$ cat config.mk
export PLATFORM = sky130hd
export DESIGN_NAME = pspc_stage_flat
export DESIGN_NICKNAME = d
export VERILOG_FILES = /design/src/rtl/pspc_pkg.sv /design/src/rtl/pspc_link_if.sv /design/src/rtl/pspc_stage.sv /design/src/flat_wrapper.sv
export SDC_FILE = /design/constraint.sdc
export NUM_CORES = 1
export LEC_CHECK = 0
export ABC_AREA = 1
export BUFFER_PORTS_ARGS = -buffer_cell sky130_fd_sc_hd__buf_2
export CORE_MARGIN = 1.5
export CORE_UTILIZATION = 49
export DETAILED_ROUTE_END_ITERATION = 8
export GPL_ROUTABILITY_DRIVEN = 0
export PLACE_DENSITY = 0.76
export RECOVER_POWER = 100
export SYNTH_ARGS = -nofsm -noshare
export SYNTH_HDL_FRONTEND = slang
export SYNTH_SLANG_ARGS = --single-unit
$ cat constraint.sdc
create_clock -name hclk -period 1.3 [get_ports hclk]
set_clock_uncertainty 0.05 [all_clocks]
set_input_delay 0 -clock hclk [delete_from_list [all_inputs] [get_ports hclk]]
set_output_delay 0 -clock hclk [all_outputs]
set_load 0.05 [all_outputs]
$ cat src/rtl/pspc_pkg.sv
// package of constants and types for the power stage protection control
// Functional notes
// - reset low keeps bridges high impedance
// - controller holds reset low one millisecond
// - release reset only with valid pwm
// - never hold positive pwm constantly high
// - power down: reset low before pwm stops
// - fault low on error, forced high in reset
// - warning low while junction above limit
// - warning and fault jointly encode state
// - any error sets bridges high impedance
// - latch clears on reset fall, resumes high
// - reset low mutes switching without error
// - overcurrent per high and low switch
// - one shared undervoltage lockout detector
// - autorecovery clears at n/2, resumes n
// - one recovery counter for both bridges
// - latching mode holds until reset toggles
// - protection off mode for test only
// - output strap low selects bridge tied
package pspc_pkg;
  // recovery counter length in pwm input cycles
  localparam int unsigned PSPC_RCV_CYCLES = 512;
  localparam int unsigned PSPC_RCV_W = 10;
  localparam logic [PSPC_RCV_W-1:0] PSPC_RCV_FULL = 10'h200;
  localparam logic [PSPC_RCV_W-1:0] PSPC_RCV_HALF = 10'h100;
  // number of half-bridges and of switches in total, two per bridge
  localparam int unsigned PSPC_NBRIDGE = 2;
  localparam int unsigned PSPC_NSW = 2 * PSPC_NBRIDGE;
  // strap encodings
  localparam logic [1:0] PSPC_MODE_LATCH = 2'h1;
  localparam logic PSPC_CFG_BTL = 1'h0;
  // power-up timing kept by the controller
  localparam int unsigned PSPC_CLK_MHZ = 100;
  localparam int unsigned PSPC_CHARGE_US = 1000;
  localparam int unsigned PSPC_CHARGE_CYCLES = PSPC_CHARGE_US * PSPC_CLK_MHZ;
  // pwm half period for 384 khz from 100 mhz, in clock cycles
  localparam int unsigned PSPC_PWM_HALF = 130;
  localparam int unsigned PSPC_PWM_W = 8;
  // register map of the controller, byte addresses
  localparam logic [7:0] PSPC_REG_CTRL = 8'h00;
  localparam logic [7:0] PSPC_REG_STATUS = 8'h04;
  localparam logic [7:0] PSPC_REG_MODE = 8'h08;
  // ctrl fields
  localparam int unsigned PSPC_CTRL_ENABLE = 0;
  localparam int unsigned PSPC_CTRL_PWM_RUN = 1;
  // status fields
  localparam int unsigned PSPC_ST_FAULT = 0;
  localparam int unsigned PSPC_ST_WARN = 1;
  localparam int unsigned PSPC_ST_RESET = 2;
  localparam int unsigned PSPC_ST_PWM = 3;
  localparam int unsigned PSPC_ST_STATE = 4;
  // protection modes decoded from the straps
  typedef enum logic [1:0] {
    PSPC_AUTORECOVER = 2'h0,
    PSPC_LATCHING = 2'h1,
    PSPC_PROT_OFF = 2'h2
  } pspc_mode_t;
  // controller sequencing states, gray along the path
  typedef enum logic [1:0] {
    PSPC_OFF = 2'h0,
    PSPC_PWM_UP = 2'h1,
    PSPC_CHARGE = 2'h3,
    PSPC_RUN = 2'h2
  } pspc_seq_t;
  // joint decoding of warning and fault pins
  function automatic logic [1:0] pspc_report(input logic warn_n,
                                             input logic fault_n);
    return {warn_n, fault_n};
  endfunction
endpackage

$ cat src/rtl/pspc_link_if.sv
// interface joining the power stage and its controller
`timescale 1ns/100ps
`default_nettype none
interface pspc_link_if;
  logic [1:0] pwm_pos_in;
  logic [1:0] pwm_neg_in;
  logic bridge_pair1_reset_n;
  logic bridge_pair2_reset_n;
  logic fault_report_n_oe;
  logic thermal_warn_n_oe;
  // open-drain wires with pullup resolved here
  logic fault_report_n;
  logic thermal_warn_n;
  assign fault_report_n = ~fault_report_n_oe;
  assign thermal_warn_n = ~thermal_warn_n_oe;
  modport device (
    input pwm_pos_in, pwm_neg_in, bridge_pair1_reset_n,
    input bridge_pair2_reset_n,
    output fault_report_n_oe, thermal_warn_n_oe
  );
  modport host (
    output pwm_pos_in, pwm_neg_in, bridge_pair1_reset_n,
    output bridge_pair2_reset_n,
    input fault_report_n, thermal_warn_n
  );
endinterface
`default_nettype wire

$ cat src/rtl/pspc_stage.sv
// protection and control logic of the stereo power stage
//
// Implementation choices: the AHB-Lite register port and the register offsets.
`timescale 1ns/100ps
`default_nettype none
module pspc_stage
  import pspc_pkg::*;
(
  // clock and reset
  input wire logic hclk,
  input wire logic hresetn,
  // link to the controller
  pspc_link_if.device link,
  // straps
  input wire logic prot_mode_strap_a,
  input wire logic prot_mode_strap_b,
  input wire logic out_config_strap,
  // analog detector outputs, asynchronous
  input wire logic [PSPC_NSW-1:0] overcurrent_error,
  input wire logic overtemp_warn,
  input wire logic overtemp_error,
  input wire logic gate_supply_low,
  // gate drive, per bridge: high, low, output enable
  output logic [PSPC_NBRIDGE-1:0] gate_high,
  output logic [PSPC_NBRIDGE-1:0] gate_low,
  output logic [PSPC_NBRIDGE-1:0] bridge_drive,
  // decoded state for observation
  output pspc_mode_t prot_mode,
  output logic latch_set,
  output logic btl_config
);
  logic [1:0] rst_s1, rst_s2;
  logic [2:0] strap_s1, strap_s2;
  logic [PSPC_NSW-1:0] ovc_s1, ovc_s2;
  logic [2:0] ot_s1, ot_s2;
  logic reset_hi, reset_hi_d, pwm_d, pwm_rise, fault_any;
  logic hold_hiz;
  logic [PSPC_RCV_W-1:0] rcv_count;
  logic rcv_active;

  // two-stage synchronisers for reset, straps and detectors
  always_ff @(posedge hclk or negedge hresetn) begin
    if (!hresetn) begin
      rst_s1 <= 2'h0;
      rst_s2 <= 2'h0;
      strap_s1 <= 3'h0;
      strap_s2 <= 3'h0;
      ovc_s1 <= '0;
      ovc_s2 <= '0;
      ot_s1 <= 3'h0;
      ot_s2 <= 3'h0;
    end else begin
      rst_s1 <= {link.bridge_pair2_reset_n,
                 link.bridge_pair1_reset_n};
      rst_s2 <= rst_s1;
      strap_s1 <= {out_config_strap, prot_mode_strap_b, prot_mode_strap_a};
      strap_s2 <= strap_s1;
      ovc_s1 <= overcurrent_error;
      ovc_s2 <= ovc_s1;
      ot_s1 <= {gate_supply_low, overtemp_error, overtemp_warn};
      ot_s2 <= ot_s1;
    end
  end

  // both reset pins must be high to run; a shared latch covers both
  assign reset_hi = &rst_s2;

  // reserved strap codes fall back to latching, the safest choice
  always_ff @(posedge hclk or negedge hresetn) begin
    if (!hresetn) begin
      prot_mode <= PSPC_LATCHING;
      btl_config <= 1'b1;
    end else begin
      if ({strap_s2[0], strap_s2[1]} == PSPC_MODE_LATCH) begin
        prot_mode <= PSPC_LATCHING;
      end else if (strap_s2[1:0] == 2'h3) begin
        prot_mode <= PSPC_PROT_OFF;
      end else if (strap_s2[1:0] == 2'h0) begin
        prot_mode <= PSPC_AUTORECOVER;
      end else begin
        prot_mode <= PSPC_LATCHING;
      end
      btl_config <= (strap_s2[2] == PSPC_CFG_BTL);
    end
  end

  // any switch overcurrent, thermal error or shared lockout
  assign fault_any = (|ovc_s2) | ot_s2[1] | ot_s2[2];

  // pwm edge detect on the first channel's positive input
  always_ff @(posedge hclk or negedge hresetn) begin
    if (!hresetn) begin
      pwm_d <= 1'b0;
      reset_hi_d <= 1'b0;
    end else begin
      pwm_d <= link.pwm_pos_in[0];
      reset_hi_d <= reset_hi;
    end
  end
  assign pwm_rise = link.pwm_pos_in[0] & ~pwm_d;

  // error latch: set wins; cleared on reset fall or at half count
  always_ff @(posedge hclk or negedge hresetn) begin
    if (!hresetn) begin
      latch_set <= 1'b0;
    end else if (prot_mode == PSPC_PROT_OFF) begin
      latch_set <= 1'b0;
    end else if (fault_any && reset_hi) begin
      latch_set <= 1'b1;
    end else if (reset_hi_d && !reset_hi) begin
      latch_set <= 1'b0;
    end else if (rcv_active && pwm_rise &&
                 rcv_count == PSPC_RCV_HALF - 10'h1) begin
      latch_set <= 1'b0;
    end
  end

  // one shared recovery counter for both bridges
  always_ff @(posedge hclk or negedge hresetn) begin
    if (!hresetn) begin
      rcv_count <= '0;
      rcv_active <= 1'b0;
    end else if (prot_mode != PSPC_AUTORECOVER || !reset_hi) begin
      rcv_count <= '0;
      rcv_active <= 1'b0;
    end else if (!rcv_active) begin
      if (fault_any) begin
        rcv_active <= 1'b1;
        rcv_count <= '0;
      end
    end else if (pwm_rise) begin
      if (rcv_count == PSPC_RCV_FULL - 10'h1) begin
        rcv_active <= fault_any; // restart if still faulty
        rcv_count <= '0;
      end else begin
        rcv_count <= rcv_count + 10'h1;
      end
    end
  end

  // hi-z while muted, latched, or waiting out the recovery count
  assign hold_hiz = !reset_hi || latch_set || rcv_active ||
                    (fault_any && prot_mode != PSPC_PROT_OFF);

  // gate drive follows pwm per bridge only when enabled
  genvar gi;
  generate
    for (gi = 0; gi < PSPC_NBRIDGE; gi++) begin : g_bridge
      always_ff @(posedge hclk or negedge hresetn) begin
        if (!hresetn) begin
          gate_high[gi] <= 1'b0;
          gate_low[gi] <= 1'b0;
          bridge_drive[gi] <= 1'b0;
        end else if (hold_hiz || !btl_config) begin
          gate_high[gi] <= 1'b0;
          gate_low[gi] <= 1'b0;
          bridge_drive[gi] <= 1'b0;
        end else begin
          gate_high[gi] <= link.pwm_pos_in[gi];
          gate_low[gi] <= link.pwm_neg_in[gi];
          bridge_drive[gi] <= 1'b1;
        end
      end
    end
  endgenerate

  // open-drain reporting; enable high pulls the pin low
  always_ff @(posedge hclk or negedge hresetn) begin
    if (!hresetn) begin
      link.fault_report_n_oe <= 1'b0;
      link.thermal_warn_n_oe <= 1'b0;
    end else begin
      link.fault_report_n_oe <= reset_hi && latch_set;
      link.thermal_warn_n_oe <= ot_s2[0] | ot_s2[1];
    end
  end
endmodule
`default_nettype wire

$ cat src/flat_wrapper.sv
// flat-port wrapper written by rule: the top's interface ports become plain ports
module pspc_stage_flat import pspc_pkg::*;
  (hclk, hresetn, prot_mode_strap_a, prot_mode_strap_b, out_config_strap, overcurrent_error, overtemp_warn, overtemp_error, gate_supply_low, gate_high, gate_low, bridge_drive, prot_mode, latch_set, btl_config, link_pwm_pos_in, link_pwm_neg_in, link_bridge_pair1_reset_n, link_bridge_pair2_reset_n, link_fault_report_n_oe, link_thermal_warn_n_oe);
  pspc_link_if link_i ();
  input wire logic hclk;
  input wire logic hresetn;
  input wire logic prot_mode_strap_a;
  input wire logic prot_mode_strap_b;
  input wire logic out_config_strap;
  input wire logic [PSPC_NSW-1:0] overcurrent_error;
  input wire logic overtemp_warn;
  input wire logic overtemp_error;
  input wire logic gate_supply_low;
  output logic [PSPC_NBRIDGE-1:0] gate_high;
  output logic [PSPC_NBRIDGE-1:0] gate_low;
  output logic [PSPC_NBRIDGE-1:0] bridge_drive;
  output pspc_mode_t prot_mode;
  output logic latch_set;
  output logic btl_config;
  input wire logic [$bits(link_i.pwm_pos_in)-1:0] link_pwm_pos_in;
  input wire logic [$bits(link_i.pwm_neg_in)-1:0] link_pwm_neg_in;
  input wire logic [$bits(link_i.bridge_pair1_reset_n)-1:0] link_bridge_pair1_reset_n;
  input wire logic [$bits(link_i.bridge_pair2_reset_n)-1:0] link_bridge_pair2_reset_n;
  output wire logic [$bits(link_i.fault_report_n_oe)-1:0] link_fault_report_n_oe;
  output wire logic [$bits(link_i.thermal_warn_n_oe)-1:0] link_thermal_warn_n_oe;
  assign link_i.pwm_pos_in = link_pwm_pos_in;
  assign link_i.pwm_neg_in = link_pwm_neg_in;
  assign link_i.bridge_pair1_reset_n = link_bridge_pair1_reset_n;
  assign link_i.bridge_pair2_reset_n = link_bridge_pair2_reset_n;
  assign link_fault_report_n_oe = link_i.fault_report_n_oe;
  assign link_thermal_warn_n_oe = link_i.thermal_warn_n_oe;
  pspc_stage u_core (.hclk(hclk), .hresetn(hresetn), .link(link_i), .prot_mode_strap_a(prot_mode_strap_a), .prot_mode_strap_b(prot_mode_strap_b), .out_config_strap(out_config_strap), .overcurrent_error(overcurrent_error), .overtemp_warn(overtemp_warn), .overtemp_error(overtemp_error), .gate_supply_low(gate_supply_low), .gate_high(gate_high), .gate_low(gate_low), .bridge_drive(bridge_drive), .prot_mode(prot_mode), .latch_set(latch_set), .btl_config(btl_config));
endmodule
==> Word-level counts from Yosys, hierarchy flattened <==
Cells that the tools add are included.
{ "totals": {"elab_cells": 78, "reg_bits": 48} }
{ "op_classes": {"eq_ne": 7, "muxes": 22, "n_addsub": 1, "n_reduce_logical": 20, "bitwise_logic": 6} }
{ "op_table": {"columns": ["op", "count"], "rows": [
  ["$mux 10", 5],
  ["$mux 1", 15],
  ["$add 10x1->10 const B", 1],
  ["$eq 10x8->1 const B", 1],
  ["$eq 10x9->1 const B", 1],
  ["$logic_and 1x1->1", 6],
  ["$logic_or 1x1->1", 5],
  ["$eq 2x2->1 const B", 2],
  ["$mux 2", 2],
  ["$reduce_and 2->1", 2],
  ["$reduce_bool 4->1", 1],
  ["$reduce_or 4->1", 1],
  ["$ne 3x2->1 const B", 1],
  ["$or 1x1->1", 3],
  ["$reduce_bool 3->1", 1],
  ["$eq 2x1->1 const B", 1],
  ["$logic_not 1->1", 2],
  ["$logic_not 2->1", 1],
  ["$ne 2x2->1 const B", 1],
  ["$not 1->1", 2],
  ["$reduce_bool 2->1", 1],
  ["$and 1x1->1", 1]
]} }

==> Logic depth before layout (Yosys ltp) <==
{ "logic_depth": {"word_depth": 8, "mapped_depth": 10} }

==> Worst setup path before layout <==
OpenSTA, ideal clock, no wires.
{ "synth_path": {"path_type": "flip-flop to flip-flop", "startpoint": "reg u_core.prot_mode[1]", "endpoint": "reg u_core.rcv_count[5]", "period_less_slack_ns": 1.535, "setup_ns": 0.113, "path_slack_ns": -0.235, "t_arrival_ns": 1.373, "stages_incl_launch_ff": 10, "cell_sequence": "dfrtp_1 > nor2_2 > nand2_4 > nor2_2 > nand2_4 > buf_6 > nand2_2 > nand2_1 > nand2_1 > inv_1"} }
{ "synth_via": {"elab_chain_len": 4, "elab_cells_between_ends": 6} }
{ "synth_lines": {"columns": ["element", "line_no", "text"], "rows": [
  ["from (decl)", "pspc_stage.sv:28", "output pspc_mode_t prot_mode,"],
  ["from (signal assigned)", "pspc_stage.sv:71", "prot_mode <= PSPC_LATCHING;"],
  ["from (signal assigned)", "pspc_stage.sv:75", "prot_mode <= PSPC_LATCHING;"],
  ["from (signal assigned)", "pspc_stage.sv:77", "prot_mode <= PSPC_PROT_OFF;"],
  ["$reduce_bool 2->1 (*)", "pspc_stage.sv:123", "end else if (prot_mode != PSPC_AUTORECOVER || !reset_hi) begin"],
  ["$logic_or 1x1->1 (*)", "pspc_stage.sv:123", null],
  ["$ne 3x2->1 (no line) / $reduce_bool 3->1 (equally long branches)", null, null],
  ["$reduce_and 2->1 (no line)", null, null],
  ["to (signal assigned)", "pspc_stage.sv:136", "rcv_count <= rcv_count + 10'h1;"],
  ["to (decl)", "pspc_stage.sv:38", "logic [PSPC_RCV_W-1:0] rcv_count;"]
]} }
Every way passes the cells marked *; elsewhere a longest branch is shown, timed or not.
A chain may end at the register's enable or synchronous reset.

==> Worst setup path in the final report <==
{ "layout_path": {"startpoint": "reg u_core.rcv_count[1]", "endpoint": "reg u_core.rcv_count[7]"} }
{ "layout_via": {"elab_chain_len": 5, "elab_cells_between_ends": 6} }
{ "layout_lines": {"columns": ["element", "line_no", "text"], "rows": [
  ["$add 10x1->10 / $eq 10x9->1 (equally long branches)", "pspc_stage.sv:136, pspc_stage.sv:132", null],
  ["$mux 10 (*)", "pspc_stage.sv:132", "if (rcv_count == PSPC_RCV_FULL - 10'h1) begin"],
  ["$mux 10 (*)", "pspc_stage.sv:131", "end else if (pwm_rise) begin"],
  ["$mux 10 (*)", "pspc_stage.sv:126", "end else if (!rcv_active) begin"],
  ["$mux 10 (*)", "pspc_stage.sv:123", null]
]} }
Every way passes the cells marked *; elsewhere a longest branch is shown, timed or not. The select of a mux whose other input is x is not followed.

==> impl_metrics.ini <==
[power]
fin_total_pwr_mw = 2.559
ir_worst_vdd_mv = 1.002
p_per_area_nw_per_um2 = 1047
p_leak_nw = 1.333

[grt]
track_usage = 0.1842
antenna_found_initial = 0
gr-total-overflow = 0
grt_pass1_wl_mm = 5.692
grt_max_degree = 34
grt_pass1_vias = 1295

[synth]
ys.flop_type = dfrtp_1
yosys_warnings = 0
synth_edf_count = 0
yosys.area.top_type = dfrtp_1
ys_seq_area_frac = 0.6723
synth_area_leaders = dfrtp_1 (64%), nand2_1 (8.6%), inv_1 (5.7%)
async_reset_ff_frac = 1.000
avgSynthCellArea_um2 = 10.35
ys_ff_latch = 48
syn-cell-area_um2 = 1790
synth_fp_nets = 193
synth_top_area_share = 0.6429
yosysUniqueCellTypes = 24
synthCells = 173

[finish]
antenna_cells = 0
syn_to_final_growth_pct = 36.55
fin_nets = 261
mostFrequentLayoutCells = dfrtp_1 (45), nand2_1 (37), buf_2 (26)
final_util = 0.7158
final_common_cell = dfrtp_1
final_layout_size_suffix_gt1_frac = 0.3554
nFillCells = 246
fin_cells = 288
final_area_um2 = 2445

[sta]
finalSetupViolCount = 9
drv_slew = 0
slew_headroom = 0.4058
fin_crit_sh = 1.122
worst_slew_pin_slew_ps = 891.3
layout_setup_ws_ps = -158.4
grt_setup_unrepaired = yes
fmax_mhz = 685.7
finalCriticalPeriod_ps = 1458
finalHoldViolations = 0
timing.hold.ws_ps = 216.6
setup_tns_ps = -1133

[die]
start_util = 0.5242
rows = 21
die_w_um = 63.45
num_io_pins = 30
die_height_um = 63.45
fp.coreArea_um2 = 3416
dieArea_um2 = 4026

[routing]
ant_nets = 0
drt_iter0_drc = 72
first_pass_iters = 4
wl_per_cell_um = 10.91
wl_mm = 3.142
vias = 1312
drt-vias-per-instance = 4.556
drc = 0

[cts]
cts.sinks = 48
htreeDepth = 2
clock_latency_ps = 350
cts_root_buffer = clkbuf_4
cts.clk_slew.worst_paths_ps = 130
numCtsBuffers = 5
clk_path_buf_depth = 2
tritoncts = yes

[job]
drv_cap = 0

[setup_path]
cp-endpoint = u_core.rcv_count[7]
critPathMaxFanout = 4
worstReg2RegEnd = u_core.rcv_count[7]
r2r_slack_ps = -160
crit_top_cell = nand3_2
critPathCaptureType = flip-flop
crit_slowest_cell = dfrtp_1
worstSetupStartpointType = flip-flop
rr_worst_depth = 8
rr_startpoint = u_core.rcv_count[1]
crit_chain = ha_2 -> nand3_2 -> nor2_4 -> nand4_1 -> nand2_2 -> inv_2 -> nand3_2 -> nand2_1
arrival_ps = 1670
startpoint = u_core.rcv_count[1]
critical_path_required_ps = 1510
slowest_delay_ps = 380
critical_path_class = reg -> reg

[run_status]
status = complete, but fails checks
violations = setup timing

[placement]
dp_hpwl_mm = 2.060
dp_slack_ps = -167.5
port_buffers = 29
dp_cells = 259
dpl_cell_area_um2 = 2100

[min_path]
hold_class = in -> async
-- cell type report --
type | instances | area (µm²) | area share
Tap cell | 46 | 57.56 | 0.02354
Clock inverter | 1 | 7.507 | 0.003071
Multi-Input combinational cell | 94 | 541.8 | 0.2216
Timing Repair Buffer | 62 | 461.7 | 0.1888
Clock buffer | 7 | 55.05 | 0.02252
Inverter | 30 | 116.4 | 0.04759
Sequential cell | 48 | 1205 | 0.4928
-- sequential cells by signal (all words and copies together), names as in the netlist --
signal and cells:
u_core.rcv_count 10, u_core.ovc_s1 4, u_core.ovc_s2 4, u_core.ot_s1 3
u_core.ot_s2 3, u_core.strap_s1 3, u_core.strap_s2 3, u_core.gate_high 2
u_core.gate_low 2, u_core.prot_mode 2, u_core.rst_s1 2, u_core.rst_s2 2
u_core.bridge_drive 1, u_core.btl_config 1, u_core.latch_set 1, u_core.link.fault_report_n_oe 1
u_core.link.thermal_warn_n_oe 1, u_core.pwm_d 1, u_core.rcv_active 1, u_core.reset_hi_d 1
-- how the worst min path moves through the flow --
stage | end | slack [ps] | start
3_5_place_dp | u_core.gate_high[0] | -110 | hresetn
3_3_place_gp | u_core.gate_high[0] | -110 | hresetn
5_1_grt | u_core.strap_s1[1] | 210 | prot_mode_strap_b
2_1_floorplan | u_core.bridge_drive[0] | -350 | hresetn
6_report | u_core.gate_high[0] | 220 | hresetn
4_1_cts | u_core.gate_high[0] | 30 | hresetn
-- worst max-delay path: cells and delay by family (launching register included) --
| kind | cells | cell delay [ps] |
|---|---|---|
| DFF | 1 | 380 |
| adders and majority gates | 1 | 190 |
| and+or+nand+nor | 6 | 710 |
| buffers and inverters | 1 | 40 |
-- metal layers --
| metal | global-route usage | wire (µm) |
|---|---|---|
| met3 | 0.05536 | 131 |
| met2 | 0.2947 | 1614 |
| met5 | 0 | 0 |
| met1 | 0.2369 | 1373 |
| met4 | 0.07065 | 23 |
-- kinds of logic after synthesis --
| family | Yosys count | synth area share |
|---|---|---|
| simple gates | 82 | 0.2075 |
| buf+inv | 32 | 0.07407 |
| fa+ha+maj | 2 | 0.01397 |
| compound gates | 9 | 0.03214 |
| flops | 48 | 0.6723 |
-- report_power, final --
part / internal, mW / switching [mW] / leakage (nW)
Combinational: 0.115 / 0.159 / 0.707
Clock: 0.265 / 0.437 / 0.0315
Sequential: 1.56 / 0.0273 / 0.595
-- synth_stat cells (2+ instances only) --
cell type and count:
nand4_1 3, dfstp_2 2, nor2_1 15, ha_1 2, nand3_1 13, a21oi_1 3, dfrtp_1 46, nor2_2 4
a21oi_2 2, nand2_4 2, inv_1 27, nand2_2 2, nand2_1 41
-- what timing repair did --
action / CTS / global route
setup buffers: 1 / 2
pin swaps: 3 / 12
gates resized for setup: 7 / 23
cloned: 1 / 0
endpoints found under the setup margin: 12 / 16
endpoints found under the hold margin: 65 / 0
hold buffers: 17 / 0
Power figures use the tool's default switching activity.
